===== src/rtl/ttc_pkg.sv =====
// constants, states and signal groups for the tape transport operator control
package ttc_pkg;

  // ------------------------------------------------------------------
  // timing
  // ------------------------------------------------------------------
  localparam int unsigned CLK_HZ        = 25_000_000;
  localparam int unsigned CYC_PER_MS    = CLK_HZ / 1000;
  localparam int unsigned VAC_DELAY_MS  = 2000;
  localparam int unsigned SEEK_FWD_MS   = 5000;
  localparam int unsigned DEBOUNCE_MS   = 10;
  localparam int unsigned VAC_DELAY_CYC = VAC_DELAY_MS * CYC_PER_MS;
  localparam int unsigned SEEK_FWD_CYC  = SEEK_FWD_MS * CYC_PER_MS;
  localparam int unsigned DEBOUNCE_CYC  = DEBOUNCE_MS * CYC_PER_MS;
  localparam int unsigned TIMER_W       = 32;

  // ------------------------------------------------------------------
  // panel keys and unit address
  // ------------------------------------------------------------------
  localparam int unsigned NUM_KEYS   = 3;
  localparam int unsigned KEY_LOAD   = 0;
  localparam int unsigned KEY_ONLINE = 1;
  localparam int unsigned KEY_REWIND = 2;
  localparam int unsigned ADDR_W     = 3;

  // ------------------------------------------------------------------
  // sequencer states
  // ------------------------------------------------------------------
  typedef enum logic [8:0] {
    S_UNLOADED = 9'h001,
    S_VAC_WAIT = 9'h002,
    S_PULL     = 9'h004,
    S_SEEK_FWD = 9'h008,
    S_SEEK_REW = 9'h010,
    S_OFFLINE  = 9'h020,
    S_ONLINE   = 9'h040,
    S_REWIND   = 9'h080,
    S_UNLOAD   = 9'h100
  } ttc_state_t;

  // ------------------------------------------------------------------
  // signal groups
  // ------------------------------------------------------------------
  typedef struct packed {
    logic rewind;
    logic online;
    logic load;
  } ttc_keys_t;

  typedef struct packed {
    logic              present;
    logic [ADDR_W-1:0] addr;
  } ttc_addr_t;

  typedef struct packed {
    logic threaded;
    logic columns_ok;
    logic tape_start_marker;
    logic reel_present;
    logic write_ring;
    logic unload_done;
    logic power_ok;
    logic fail_safe;
  } ttc_mech_t;

  typedef struct packed {
    logic direction_switch;
    logic run_switch;
  } ttc_maint_t;

  typedef struct packed {
    logic load;
    logic online;
    logic tape_start_marker;
    logic write_lock_lamp;
    logic select;
  } ttc_lamps_t;

  typedef struct packed {
    logic vacuum_on;
    logic run;
    logic reverse;
    logic high_speed;
    logic unload_wind;
  } ttc_motion_t;

endpackage


===== src/rtl/ttc_operator_control.sv =====
// operator panel sequencer of a magnetic tape transport
`timescale 1ns/1ns
module ttc_operator_control #(
  parameter int unsigned VAC_DELAY_CYC = ttc_pkg::VAC_DELAY_CYC,
  parameter int unsigned SEEK_FWD_CYC  = ttc_pkg::SEEK_FWD_CYC,
  parameter int unsigned DEBOUNCE_CYC  = ttc_pkg::DEBOUNCE_CYC
) (
  input  wire logic                        clk_i,
  input  wire logic                        rst_n_i,
  input  wire logic                        ce_i,
  input  wire ttc_pkg::ttc_keys_t          keys_i,
  input  wire ttc_pkg::ttc_mech_t          mech_i,
  input  wire ttc_pkg::ttc_maint_t         maint_i,
  input  wire ttc_pkg::ttc_addr_t          plug_i,
  input  wire ttc_pkg::ttc_addr_t          sel_i,
  output ttc_pkg::ttc_lamps_t              lamps_o,
  output ttc_pkg::ttc_motion_t             motion_o,
  output logic                             unit_selected_o,
  output logic [ttc_pkg::ADDR_W-1:0]       unit_addr_o
);

  // ------------------------------------------------------------------
  // declarations
  // ------------------------------------------------------------------
  localparam logic [ttc_pkg::TIMER_W-1:0] VAC_LOAD  = ttc_pkg::TIMER_W'(VAC_DELAY_CYC - 1);
  localparam logic [ttc_pkg::TIMER_W-1:0] SEEK_LOAD = ttc_pkg::TIMER_W'(SEEK_FWD_CYC - 1);
  localparam logic [ttc_pkg::TIMER_W-1:0] DB_LAST   = ttc_pkg::TIMER_W'(DEBOUNCE_CYC - 1);

  ttc_pkg::ttc_state_t          state_reg;
  ttc_pkg::ttc_state_t          state_next;
  logic [ttc_pkg::TIMER_W-1:0]  timer_reg;
  logic                         target_online_reg;
  logic                         target_online_next;
  logic                         maint_run_reg;
  logic                         maint_run_next;
  logic                         run_prev_reg;
  logic [ttc_pkg::NUM_KEYS-1:0] key_raw;
  logic [ttc_pkg::NUM_KEYS-1:0] press_reg;
  logic                         shutdown;
  logic                         load_lamp;
  logic                         loading;
  logic                         selected;
  ttc_pkg::ttc_motion_t         motion_next;

  assign key_raw   = keys_i;
  assign shutdown  = !mech_i.power_ok || mech_i.fail_safe;
  // load lamp needs the columns and stays off in the unloaded and delay states
  assign load_lamp = mech_i.columns_ok && !(state_reg inside
                     {ttc_pkg::S_UNLOADED, ttc_pkg::S_VAC_WAIT});
  assign loading   = state_reg inside {ttc_pkg::S_VAC_WAIT, ttc_pkg::S_PULL,
                                       ttc_pkg::S_SEEK_FWD, ttc_pkg::S_SEEK_REW};
  // no plug never matches, whatever the controller asks for
  assign selected  = plug_i.present && sel_i.present
                     && (sel_i.addr == plug_i.addr);

  // ------------------------------------------------------------------
  // key debounce
  // ------------------------------------------------------------------
  // a key must hold its new level for the whole window before it counts;
  // chatter restarts the window, so a bouncing press gives one event
  for (genvar k = 0; k < ttc_pkg::NUM_KEYS; k++) begin : g_key
    logic [ttc_pkg::TIMER_W-1:0] db_cnt_reg;
    logic                        stable_reg;

    always_ff @(posedge clk_i or negedge rst_n_i) begin
      if (!rst_n_i) begin
        db_cnt_reg   <= '0;
        stable_reg   <= 1'b0;
        press_reg[k] <= 1'b0;
      end else if (ce_i) begin
        press_reg[k] <= 1'b0;
        if (key_raw[k] != stable_reg) begin
          if (db_cnt_reg == DB_LAST) begin
            db_cnt_reg   <= '0;
            stable_reg   <= key_raw[k];
            press_reg[k] <= key_raw[k];
          end else begin
            db_cnt_reg <= db_cnt_reg + 1'b1;
          end
        end else begin
          db_cnt_reg <= '0;
        end
      end
    end
  end

  // ------------------------------------------------------------------
  // sequencer next state
  // ------------------------------------------------------------------
  always_comb begin
    state_next         = state_reg;
    target_online_next = target_online_reg;
    unique case (state_reg)
      ttc_pkg::S_UNLOADED: begin
        if (press_reg[ttc_pkg::KEY_LOAD] && mech_i.threaded) begin
          state_next         = ttc_pkg::S_VAC_WAIT;
          target_online_next = 1'b1;
        end
      end
      ttc_pkg::S_VAC_WAIT: begin
        if (timer_reg == '0) begin
          state_next = ttc_pkg::S_PULL;
        end
      end
      ttc_pkg::S_PULL: begin
        if (mech_i.columns_ok) begin
          state_next = ttc_pkg::S_SEEK_FWD;
        end
      end
      ttc_pkg::S_SEEK_FWD: begin
        if (press_reg[ttc_pkg::KEY_REWIND]) begin
          state_next = ttc_pkg::S_REWIND;
        end else if (timer_reg == '0) begin
          state_next = ttc_pkg::S_SEEK_REW;
        end
      end
      ttc_pkg::S_SEEK_REW: begin
        if (mech_i.tape_start_marker) begin
          state_next = target_online_reg ? ttc_pkg::S_ONLINE : ttc_pkg::S_OFFLINE;
        end
      end
      ttc_pkg::S_OFFLINE: begin
        if (press_reg[ttc_pkg::KEY_ONLINE] && load_lamp) begin
          state_next = ttc_pkg::S_ONLINE;
        end else if (press_reg[ttc_pkg::KEY_REWIND]) begin
          state_next = mech_i.tape_start_marker ? ttc_pkg::S_UNLOAD
                                                : ttc_pkg::S_REWIND;
        end
      end
      ttc_pkg::S_ONLINE: begin
        // rewind key has no path out of here
        if (press_reg[ttc_pkg::KEY_ONLINE] && load_lamp) begin
          state_next = ttc_pkg::S_OFFLINE;
        end
      end
      ttc_pkg::S_REWIND: begin
        if (mech_i.tape_start_marker) begin
          state_next = ttc_pkg::S_OFFLINE;
        end
      end
      ttc_pkg::S_UNLOAD: begin
        if (mech_i.unload_done) begin
          state_next = ttc_pkg::S_UNLOADED;
        end
      end
      default: begin
        state_next = ttc_pkg::S_UNLOADED;
      end
    endcase
    // during a load the key only decides where the load ends up
    if (loading && press_reg[ttc_pkg::KEY_ONLINE]) begin
      target_online_next = !target_online_reg;
    end
    // shutdown drops to unloaded: off-line, and only a load leaves it
    if (shutdown) begin
      state_next = ttc_pkg::S_UNLOADED;
    end
  end

  // ------------------------------------------------------------------
  // maintenance run/halt
  // ------------------------------------------------------------------
  always_comb begin
    maint_run_next = maint_run_reg;
    if (state_next != ttc_pkg::S_OFFLINE) begin
      maint_run_next = 1'b0;
    end else if (maint_i.run_switch && !run_prev_reg) begin
      maint_run_next = 1'b1;
    end else if (!maint_i.run_switch && run_prev_reg) begin
      maint_run_next = 1'b0;
    end
  end

  // ------------------------------------------------------------------
  // motion commands
  // ------------------------------------------------------------------
  always_comb begin
    motion_next           = '0;
    motion_next.vacuum_on = !(state_next inside {ttc_pkg::S_UNLOADED});
    unique case (state_next)
      ttc_pkg::S_SEEK_FWD: begin
        motion_next.run = 1'b1;
      end
      ttc_pkg::S_SEEK_REW, ttc_pkg::S_REWIND: begin
        motion_next.run        = 1'b1;
        motion_next.reverse    = 1'b1;
        motion_next.high_speed = 1'b1;
      end
      ttc_pkg::S_UNLOAD: begin
        motion_next.run         = 1'b1;
        motion_next.reverse     = 1'b1;
        motion_next.unload_wind = 1'b1;
      end
      ttc_pkg::S_OFFLINE: begin
        // direction alone never sets run
        motion_next.run     = maint_run_next;
        motion_next.reverse = maint_i.direction_switch;
      end
      default: begin
        motion_next.run = 1'b0;
      end
    endcase
  end

  // ------------------------------------------------------------------
  // state registers
  // ------------------------------------------------------------------
  always_ff @(posedge clk_i or negedge rst_n_i) begin
    if (!rst_n_i) begin
      state_reg         <= ttc_pkg::S_UNLOADED;
      target_online_reg <= 1'b1;
    end else if (ce_i) begin
      state_reg         <= state_next;
      target_online_reg <= target_online_next;
    end
  end

  // one timer serves both timed phases; it reloads on entry
  always_ff @(posedge clk_i or negedge rst_n_i) begin
    if (!rst_n_i) begin
      timer_reg <= '0;
    end else if (ce_i) begin
      if (state_next != state_reg && state_next == ttc_pkg::S_VAC_WAIT) begin
        timer_reg <= VAC_LOAD;
      end else if (state_next != state_reg && state_next == ttc_pkg::S_SEEK_FWD) begin
        timer_reg <= SEEK_LOAD;
      end else if (timer_reg != '0) begin
        timer_reg <= timer_reg - 1'b1;
      end
    end
  end

  always_ff @(posedge clk_i or negedge rst_n_i) begin
    if (!rst_n_i) begin
      maint_run_reg <= 1'b0;
      run_prev_reg  <= 1'b0;
    end else if (ce_i) begin
      maint_run_reg <= maint_run_next;
      run_prev_reg  <= maint_i.run_switch;
    end
  end

  // ------------------------------------------------------------------
  // lamps and outputs
  // ------------------------------------------------------------------
  always_ff @(posedge clk_i or negedge rst_n_i) begin
    if (!rst_n_i) begin
      lamps_o         <= '0;
      motion_o        <= '0;
      unit_selected_o <= 1'b0;
      unit_addr_o     <= '0;
    end else if (ce_i) begin
      motion_o                  <= motion_next;
      lamps_o.load              <= mech_i.columns_ok && motion_next.vacuum_on
                                   && state_next != ttc_pkg::S_VAC_WAIT;
      lamps_o.online            <= state_next == ttc_pkg::S_ONLINE;
      lamps_o.tape_start_marker <= mech_i.tape_start_marker;
      lamps_o.write_lock_lamp   <= !mech_i.reel_present || !mech_i.write_ring;
      lamps_o.select            <= state_next == ttc_pkg::S_ONLINE && selected;
      unit_selected_o           <= state_next == ttc_pkg::S_ONLINE && selected;
      unit_addr_o               <= plug_i.addr;
    end
  end
endmodule


===== config.mk =====
export PLATFORM = sky130hd
export DESIGN_NAME = ttc_operator_control
export DESIGN_NICKNAME = d
export VERILOG_FILES = /design/src/rtl/ttc_pkg.sv /design/src/rtl/ttc_operator_control.sv
export SDC_FILE = /design/constraint.sdc
export NUM_CORES = 1
export LEC_CHECK = 0
export BUFFER_PORTS_ARGS = -buffer_cell sky130_fd_sc_hd__buf_2
export CORE_AREA = 2 2 181 183
export DETAILED_ROUTE_END_ITERATION = 7
export DIE_AREA = 0 0 183 185
export GPL_TIMING_DRIVEN = 0
export PLACE_DENSITY_LB_ADDON = 0.12
export SLEW_MARGIN = 5
export SYNTH_ARGS = -nofsm -noshare
export SYNTH_HDL_FRONTEND = slang
export SYNTH_SLANG_ARGS = --single-unit

===== constraint.sdc =====
create_clock -name clk_i -period 3 [get_ports clk_i]
set_clock_uncertainty 0.2 [all_clocks]
set_input_delay 0.3 -clock clk_i [delete_from_list [all_inputs] [get_ports clk_i]]
set_output_delay 0.3 -clock clk_i [all_outputs]
set_load 0.01 [all_outputs]

== After elaboration in Yosys (flattened, before gate mapping) ==
Cells that the tools add are included.

* Muxes and demuxes: 40
* Add/subtract/negate cells: 4
* Eq/ne operators: 27
* Reductions and logical operators: 38

{| class="wikitable"
|+ Operator list
! kind !! count
|-
| $mux 32 || 9
|-
| $mux 9 || 13
|-
| $add 32x1->32 const B || 3
|-
| $eq 32x18->1 const B || 3
|-
| $pmux 9 s9 || 1
|-
| $logic_not 32->1 || 1
|-
| $reduce_bool 32->1 || 1
|-
| $sub 32x1->32 const B || 1
|-
| $eq 9x1->1 const B || 2
|-
| $eq 9x2->1 const B || 2
|-
| $eq 9x4->1 const B || 2
|-
| $eq 9x5->1 const B || 2
|-
| $eq 9x6->1 const B || 2
|-
| $eq 9x7->1 const B || 2
|-
| $eq 9x8->1 const B || 2
|-
| $eq 9x9->1 const B || 2
|-
| $mux 1 || 14
|-
| $logic_and 1x1->1 || 13
|-
| $reduce_and 3->1 || 4
|-
| $eq 9x3->1 const B || 1
|-
| $ne 9x2->1 const B || 1
|-
| $ne 9x6->1 const B || 1
|-
| $ne 9x9->1 || 1
|-
| $logic_not 1->1 || 8
|-
| other kinds (12) || 18
|}

* Input port bits: 24
* Logic and storage cells: 134
* Output and inout port bits: 14
* Register bits: 159

== Longest topological paths before layout ==
* Word-level depth: 12
* Mapped depth: 14
* Gate-level depth less buffers: 11

== Least setup slack after synthesis ==
No wires, ideal clock.

* Path kind: flip-flop to flip-flop
* Start point: reg timer_reg[0] (netlist bit)
* End point: reg timer_reg[30] (netlist bit)
* Setup slack: -0.231 ns
* Cell stages (with the launch flop): 13
* Setup time: 0.130 ns
* Buffers on the path: 1
* Period minus slack after synthesis: 3.231 ns
* Data required time: 2.670 ns
* Arrival time: 2.901 ns
* Cells stage by stage: dfrtp_1 inv_1 ha_1 or4b_1 nor3b_2 nand3_1 a211oi_1 a32oi_1 and3_4 a22oi_4 buf_4 a2bb2oi_1 o41ai_2

* Word-level cells in the longest chain between the ends: 9
* Elaborated cells between the ends (all ways): 18
* Classes of those cells: add/sub: 1; eq/ne: 3; mux: 8; reduce/logical: 6

{| class="wikitable"
|+ Ends and longest elaborated chain
! element !! RTL line !! source
|-
| from (decl) || ttc_operator_control.sv:31 || <nowiki>logic [ttc_pkg::TIMER_W-1:0] timer_reg;</nowiki>
|-
| from (signal assigned) || ttc_operator_control.sv:228 || <nowiki>timer_reg <= timer_reg - 1'b1;</nowiki>
|-
| $logic_not 32->1 || ttc_operator_control.sv:101, ttc_operator_control.sv:113 ||
|-
| $mux 9 || ttc_operator_control.sv:113 || <nowiki>end else if (timer_reg == '0) begin</nowiki>
|-
| $mux 9 || ttc_operator_control.sv:111 || <nowiki>if (press_reg[ttc_pkg::KEY_REWIND]) begin</nowiki>
|-
| $pmux 9 s9 || ttc_operator_control.sv:93 || <nowiki>unique case (state_reg)</nowiki>
|-
| $mux 9 || ttc_operator_control.sv:155 || <nowiki>if (shutdown) begin</nowiki>
|-
| $ne 9x9->1 (tied with other cells) || ttc_operator_control.sv:223, ttc_operator_control.sv:225 ||
|-
| $logic_and 1x1->1 (on tied branches) || ttc_operator_control.sv:223, ttc_operator_control.sv:225 ||
|-
| $reduce_bool 3->1 (no source line) / $mux 32 (equally long branches) || - ||
|-
| $reduce_and 2->1 (no source line) / $mux 32 (equally long branches) || - ||
|}

Several ways; a longest one is shown, not always the timed one. The select of a mux whose other input is x is not followed.
A chain may end at the register's enable or synchronous reset.

== Worst setup path after layout ==
* Start point: reg state_reg[7]
* End point: reg timer_reg[30] (netlist bit)

* Word-level cells in the longest chain between the ends: 12
* Elaborated cells between the ends (all ways): 35
* Classes of those cells: eq/ne: 12; mux: 15; reduce/logical: 8

{| class="wikitable"
|+ Ends and longest elaborated chain
! element !! RTL line !! source
|-
| from (decl) || ttc_operator_control.sv:29 || <nowiki>ttc_pkg::ttc_state_t state_reg;</nowiki>
|-
| from (signal assigned) || ttc_operator_control.sv:210 || <nowiki>state_reg <= ttc_pkg::S_UNLOADED;</nowiki>
|-
| from (signal assigned) || ttc_operator_control.sv:213 || <nowiki>state_reg <= state_next;</nowiki>
|-
| $eq 9x1->1 / $eq 9x2->1 (equally long branches) || ttc_operator_control.sv:48, ttc_operator_control.sv:93 ||
|-
| $reduce_bool 2->1 || ttc_operator_control.sv:48 || <nowiki>assign load_lamp = mech_i.columns_ok && !(state_reg inside</nowiki>
|-
| $logic_not 1->1 || ttc_operator_control.sv:48 ||
|-
| $logic_and 1x1->1 || ttc_operator_control.sv:48 ||
|-
| $logic_and 1x1->1 || ttc_operator_control.sv:123, ttc_operator_control.sv:132 ||
|-
| $mux 9 (on tied branches) || ttc_operator_control.sv:132, ttc_operator_control.sv:123 ||
|-
| $pmux 9 s9 || ttc_operator_control.sv:93 ||
|-
| $mux 9 || ttc_operator_control.sv:155 ||
|-
| $ne 9x9->1 (tied with other cells) || ttc_operator_control.sv:223, ttc_operator_control.sv:225 ||
|-
| $logic_and 1x1->1 (on tied branches) || ttc_operator_control.sv:223, ttc_operator_control.sv:225 ||
|-
| $reduce_bool 3->1 (no source line) / $mux 32 (equally long branches) || - ||
|-
| $reduce_and 2->1 (no source line) / $mux 32 (equally long branches) || - ||
|}

Several ways; a longest one is shown, not always the timed one.

==> impl_metrics.env <==
export IMPL_r2r_end="timer_reg[30]$_DFFE_PN0P_"
export IMPL_drt_total_wl_um=31080
export IMPL_p_total_mw=5.099
export IMPL_max_stage_delay_ns=0.60
export IMPL_wire_per_inst_um=18.73
export IMPL_synthMuxAreaShare_pct=1.383
export IMPL_vias_per_cell=5.488
export IMPL_antenna_left=0
export IMPL_critPathTopFamily="simple AND/OR/NAND/NOR gates"
export IMPL_period_share_pct=115.1
export IMPL_r2r_start="state_reg[7]$_DFFE_PN0P_"
export IMPL_gp_congestion=0.8788
export IMPL_cts_root_buf="clkbuf_16"
export IMPL_synth_distinct_cells=83
export IMPL_tritoncts="built"
export IMPL_ios=38
export IMPL_cts_sinks=159
export IMPL_dieHeight_um=185
export IMPL_endpoint_kind="flop"
export IMPL_drt_pass1_iter_count=5
export IMPL_synth_fp_nets=1151
export IMPL_rsz0062_at_grt="yes"
export IMPL_p_sw_share_pct=27.18
export IMPL_largest_reg_flops=96
export IMPL_grt_pass1_wl_um=49350
export IMPL_syn2layout_area_growth_pct=27.23
export IMPL_cp_depth=11
export IMPL_outcome="finished, violations left"
export IMPL_powerDensity_nw_per_um2=426.1
export IMPL_instances_no_fill=1659
export IMPL_grt_total_usage_pct=18.59
export IMPL_reg2reg_slack_ns=-0.45
export IMPL_clockBufferDepth=2
export IMPL_grt_pass1_vias=8757
export IMPL_p_sw_mw=1.386
export IMPL_path_max_fanout=5
export IMPL_combPwrFrac_pct=11.9
export IMPL_coreArea_um2=32040
export IMPL_start_util_pct=29.36
export IMPL_cp_common_cell="or4_4"
export IMPL_syn_avg_cell_area_um2=8.376
export IMPL_crit_end="timer_reg[30]$_DFFE_PN0P_"
export IMPL_ys_dominant_reg_cell="dfrtp_1"
export IMPL_p_leak_nw=5.021
export IMPL_hold_path_class="in2reg"
export IMPL_critPathBufInv=2
export IMPL_whs_ns=0.02607
export IMPL_synth_xor_area_share_pct=1.583
export IMPL_p_seq_share_pct=45.3
export IMPL_irDropWorstVdd_mv=0.3511
export IMPL_placementRows=66
export IMPL_rr_worst_depth=11
export IMPL_crit_type="reg2reg"
export IMPL_ys_seq_elements=159
export IMPL_drt_iter0_markers=701
export IMPL_placed_cell_area_um2=10190
export IMPL_slew_headroom_pct=38.52
export IMPL_grt_max_degree=106
export IMPL_synth_adder_area_share_pct=0.6385
export IMPL_tightest_slew_ns=0.9222
export IMPL_synth_compound_area_share_pct=21.71
export IMPL_netlist_area_um2=9407
export IMPL_synth_edff_count=0
export IMPL_crit_start="state_reg[7]$_DFFE_PN0P_"
export IMPL_diodes=0
export IMPL_internal_power_mw=3.713
export IMPL_drc=0
export IMPL_antenna_found_initial=0
export IMPL_yosys_area_share_simple_pct=28.53
export IMPL_final_area_um2=11970
export IMPL_clkTransAtPathRegs_ns=0.07
export IMPL_ys_async_sr_fraction_pct=100.0
export IMPL_die_w_um=183
export IMPL_grt_ovfl_total=0
export IMPL_drive_gt1_share_pct=20.86
export IMPL_numPortBuffers=37
export IMPL_dp_hpwl_um=20880
export IMPL_insertion_delay_ns=0.42
export IMPL_nNetsFinal=1266
export IMPL_setup_ws_ns=-0.4517
export IMPL_numCtsBuffers=17
export IMPL_via_count=9104
export IMPL_yosys_warnings=0
export IMPL_required_ns=3.09
export IMPL_drv_cap=0
export IMPL_worstPathCellList="or4_4 -> or4_4 -> a311o_1 -> and3_4 -> o21ai_4 -> nand2_2 -> a22oi_4 -> buf_6 -> buf_12 -> a2bb2oi_1 -> o41ai_2"
export IMPL_synth_top_family_by_area="simple AND/OR/NAND/NOR gates"
export IMPL_min_path_cells=3
export IMPL_htree_levels=4
export IMPL_dieArea_um2=33860
export IMPL_start_kind="flop"
export IMPL_crit_arrival_ns=3.54
export IMPL_drv_slew=0
export IMPL_cp_slowest_cell="or4_4"
export IMPL_pwr_share_clk_pct=42.8
export IMPL_dp_cells=1569
export IMPL_fmax_mhz=289.7
export IMPL_hold_viol=0
export IMPL_fin_crit_ns=3.452
export IMPL_synth_seq_area_share_pct=42.33
export IMPL_syn_inst=1123
export IMPL_violations="negative setup slack"
export IMPL_setup_viol=32
export IMPL_fin_setup_tns_ns=-11.23
final cells by class:
cell class              count  area [um2]
plain buffers              55       297.8
repair buffers            100       844.6
fillers                  3295       20070
well taps                 408       510.5
clock buffers              19       442.9
multi-input cells         880        5657
flip-flops and latches    159        3981
inverters                  25       93.84
clock inverters            13       140.1
power groups by stage:
stage | sequential (mW) | clock, mW | combinational (mW)
floorplan | 2.33 | 0 | 0.294
global placement | 2.34 | 0 | 0.494
detailed placement | 2.34 | 0 | 0.502
CTS | 2.31 | 2.25 | 0.587
global route | 2.32 | 2.35 | 0.682
finish | 2.31 | 2.18 | 0.606
layer usage:
metal	GRT usage, %	vias to the layer above	wire, um
li1	-	4386	-
met3	2.576	37	947
met2	30.41	172	14580
met4	5.792	0	578
met5	0	-	0
met1	25.50	4509	14970
cell usage after synthesis, types with 8 or more instances:
| library cell | n | share of area, % |
|---|---|---|
| nor2_1 | 88 | 3.5 |
| a21o_1 | 12 | 0.96 |
| a21oi_1 | 42 | 2.2 |
| nor4_1 | 37 | 2.5 |
| o31ai_1 | 26 | 2.1 |
| a31oi_1 | 27 | 1.8 |
| a22o_1 | 12 | 1.1 |
| clkbuf_1 | 45 | 1.8 |
| and2_1 | 12 | 0.80 |
| nand2_1 | 168 | 6.7 |
| dfrtp_1 | 157 | 42 |
| nor3_1 | 32 | 1.7 |
| and4_1 | 8 | 0.74 |
| nand4_1 | 16 | 1.1 |
| xor2_1 | 10 | 0.93 |
| nor4b_1 | 11 | 1.0 |
| and3_1 | 43 | 2.9 |
| nand3_1 | 54 | 2.9 |
| o21ai_0 | 137 | 7.3 |
| mux2_2 | 8 | 0.96 |
| inv_1 | 25 | 1.0 |
| nand2b_1 | 8 | 0.53 |
cell families (layout without fill, tap and decap cells):
group / after synthesis / after routing
DFF: 159 / 159
buffers and inverters: 84 / 212
and+or+nand+nor: 524 / 524
xor gates and xnor gates: 17 / 17
muxes: 12 / 12
AOI/OAI and AO/OA: 322 / 322
adders and majority gates: 5 / 5
worst min-delay path by stage:
stage,startpoint,to,slack [ns]
after floorplan,rst_n_i,g_key[0].db_cnt_reg[0]$_DFFE_PN0P_,-0.20
after global placement,g_key[2].db_cnt_reg[16]$_DFFE_PN0P_,g_key[2].db_cnt_reg[16]$_DFFE_PN0P_,0.27
after detailed placement,rst_n_i,state_reg[7]$_DFFE_PN0P_,0.06
after CTS,keys_i[0],press_reg[0]$_DFFE_PN0P_,0.01
after global routing,mech_i[5],lamps_o[2]$_DFFE_PN0P_,0.06
final,keys_i[0],press_reg[0]$_DFFE_PN0P_,0.03
worst min-delay path: cells and delay by family:
kind | cells | cell delay (ns)
buffers and inverters | 1 | 0.13
AND/OR/NAND/NOR | 1 | 0.09
AO/OA/AOI/OAI | 1 | 0.08
through the flow:
stage                     utilization, %  setup WS [ns]
final                              37.35        -0.4517
after global routing               37.35        -0.4851
after CTS                          36.27        -0.4645
after detailed placement           31.79        -0.7896
after global placement             31.67         -1.438
after floorplan                        -        -0.1552
cell usage in the layout, fill, tap and decap left out, drive strengths merged, types with 10 or more instances in the layout:
cell,synthesis,final
o21ai,145,145
a31oi,27,27
nor2,88,88
nand2,168,168
nand4,17,17
dlygate4sd3,0,12
nand3,55,55
a22o,12,12
xor2,10,10
dfrtp,157,157
nor3,34,34
nor4b,12,12
inv,25,26
o31ai,26,26
buf,14,99
and2,14,14
and3,44,44
clkbuf,45,63
a21o,12,12
nor4,37,37
a21oi,43,43
repair_timing:
item,4_1_cts,5_1_grt
setup endpoints to repair,44,76
cloned,4,1
endpoints found under the hold margin,63,0
hold buffers,12,0
resized for setup,108,53
buffers inserted,30,19
pin swaps,32,24
No activity file was read; power rests on OpenSTA's default activity.
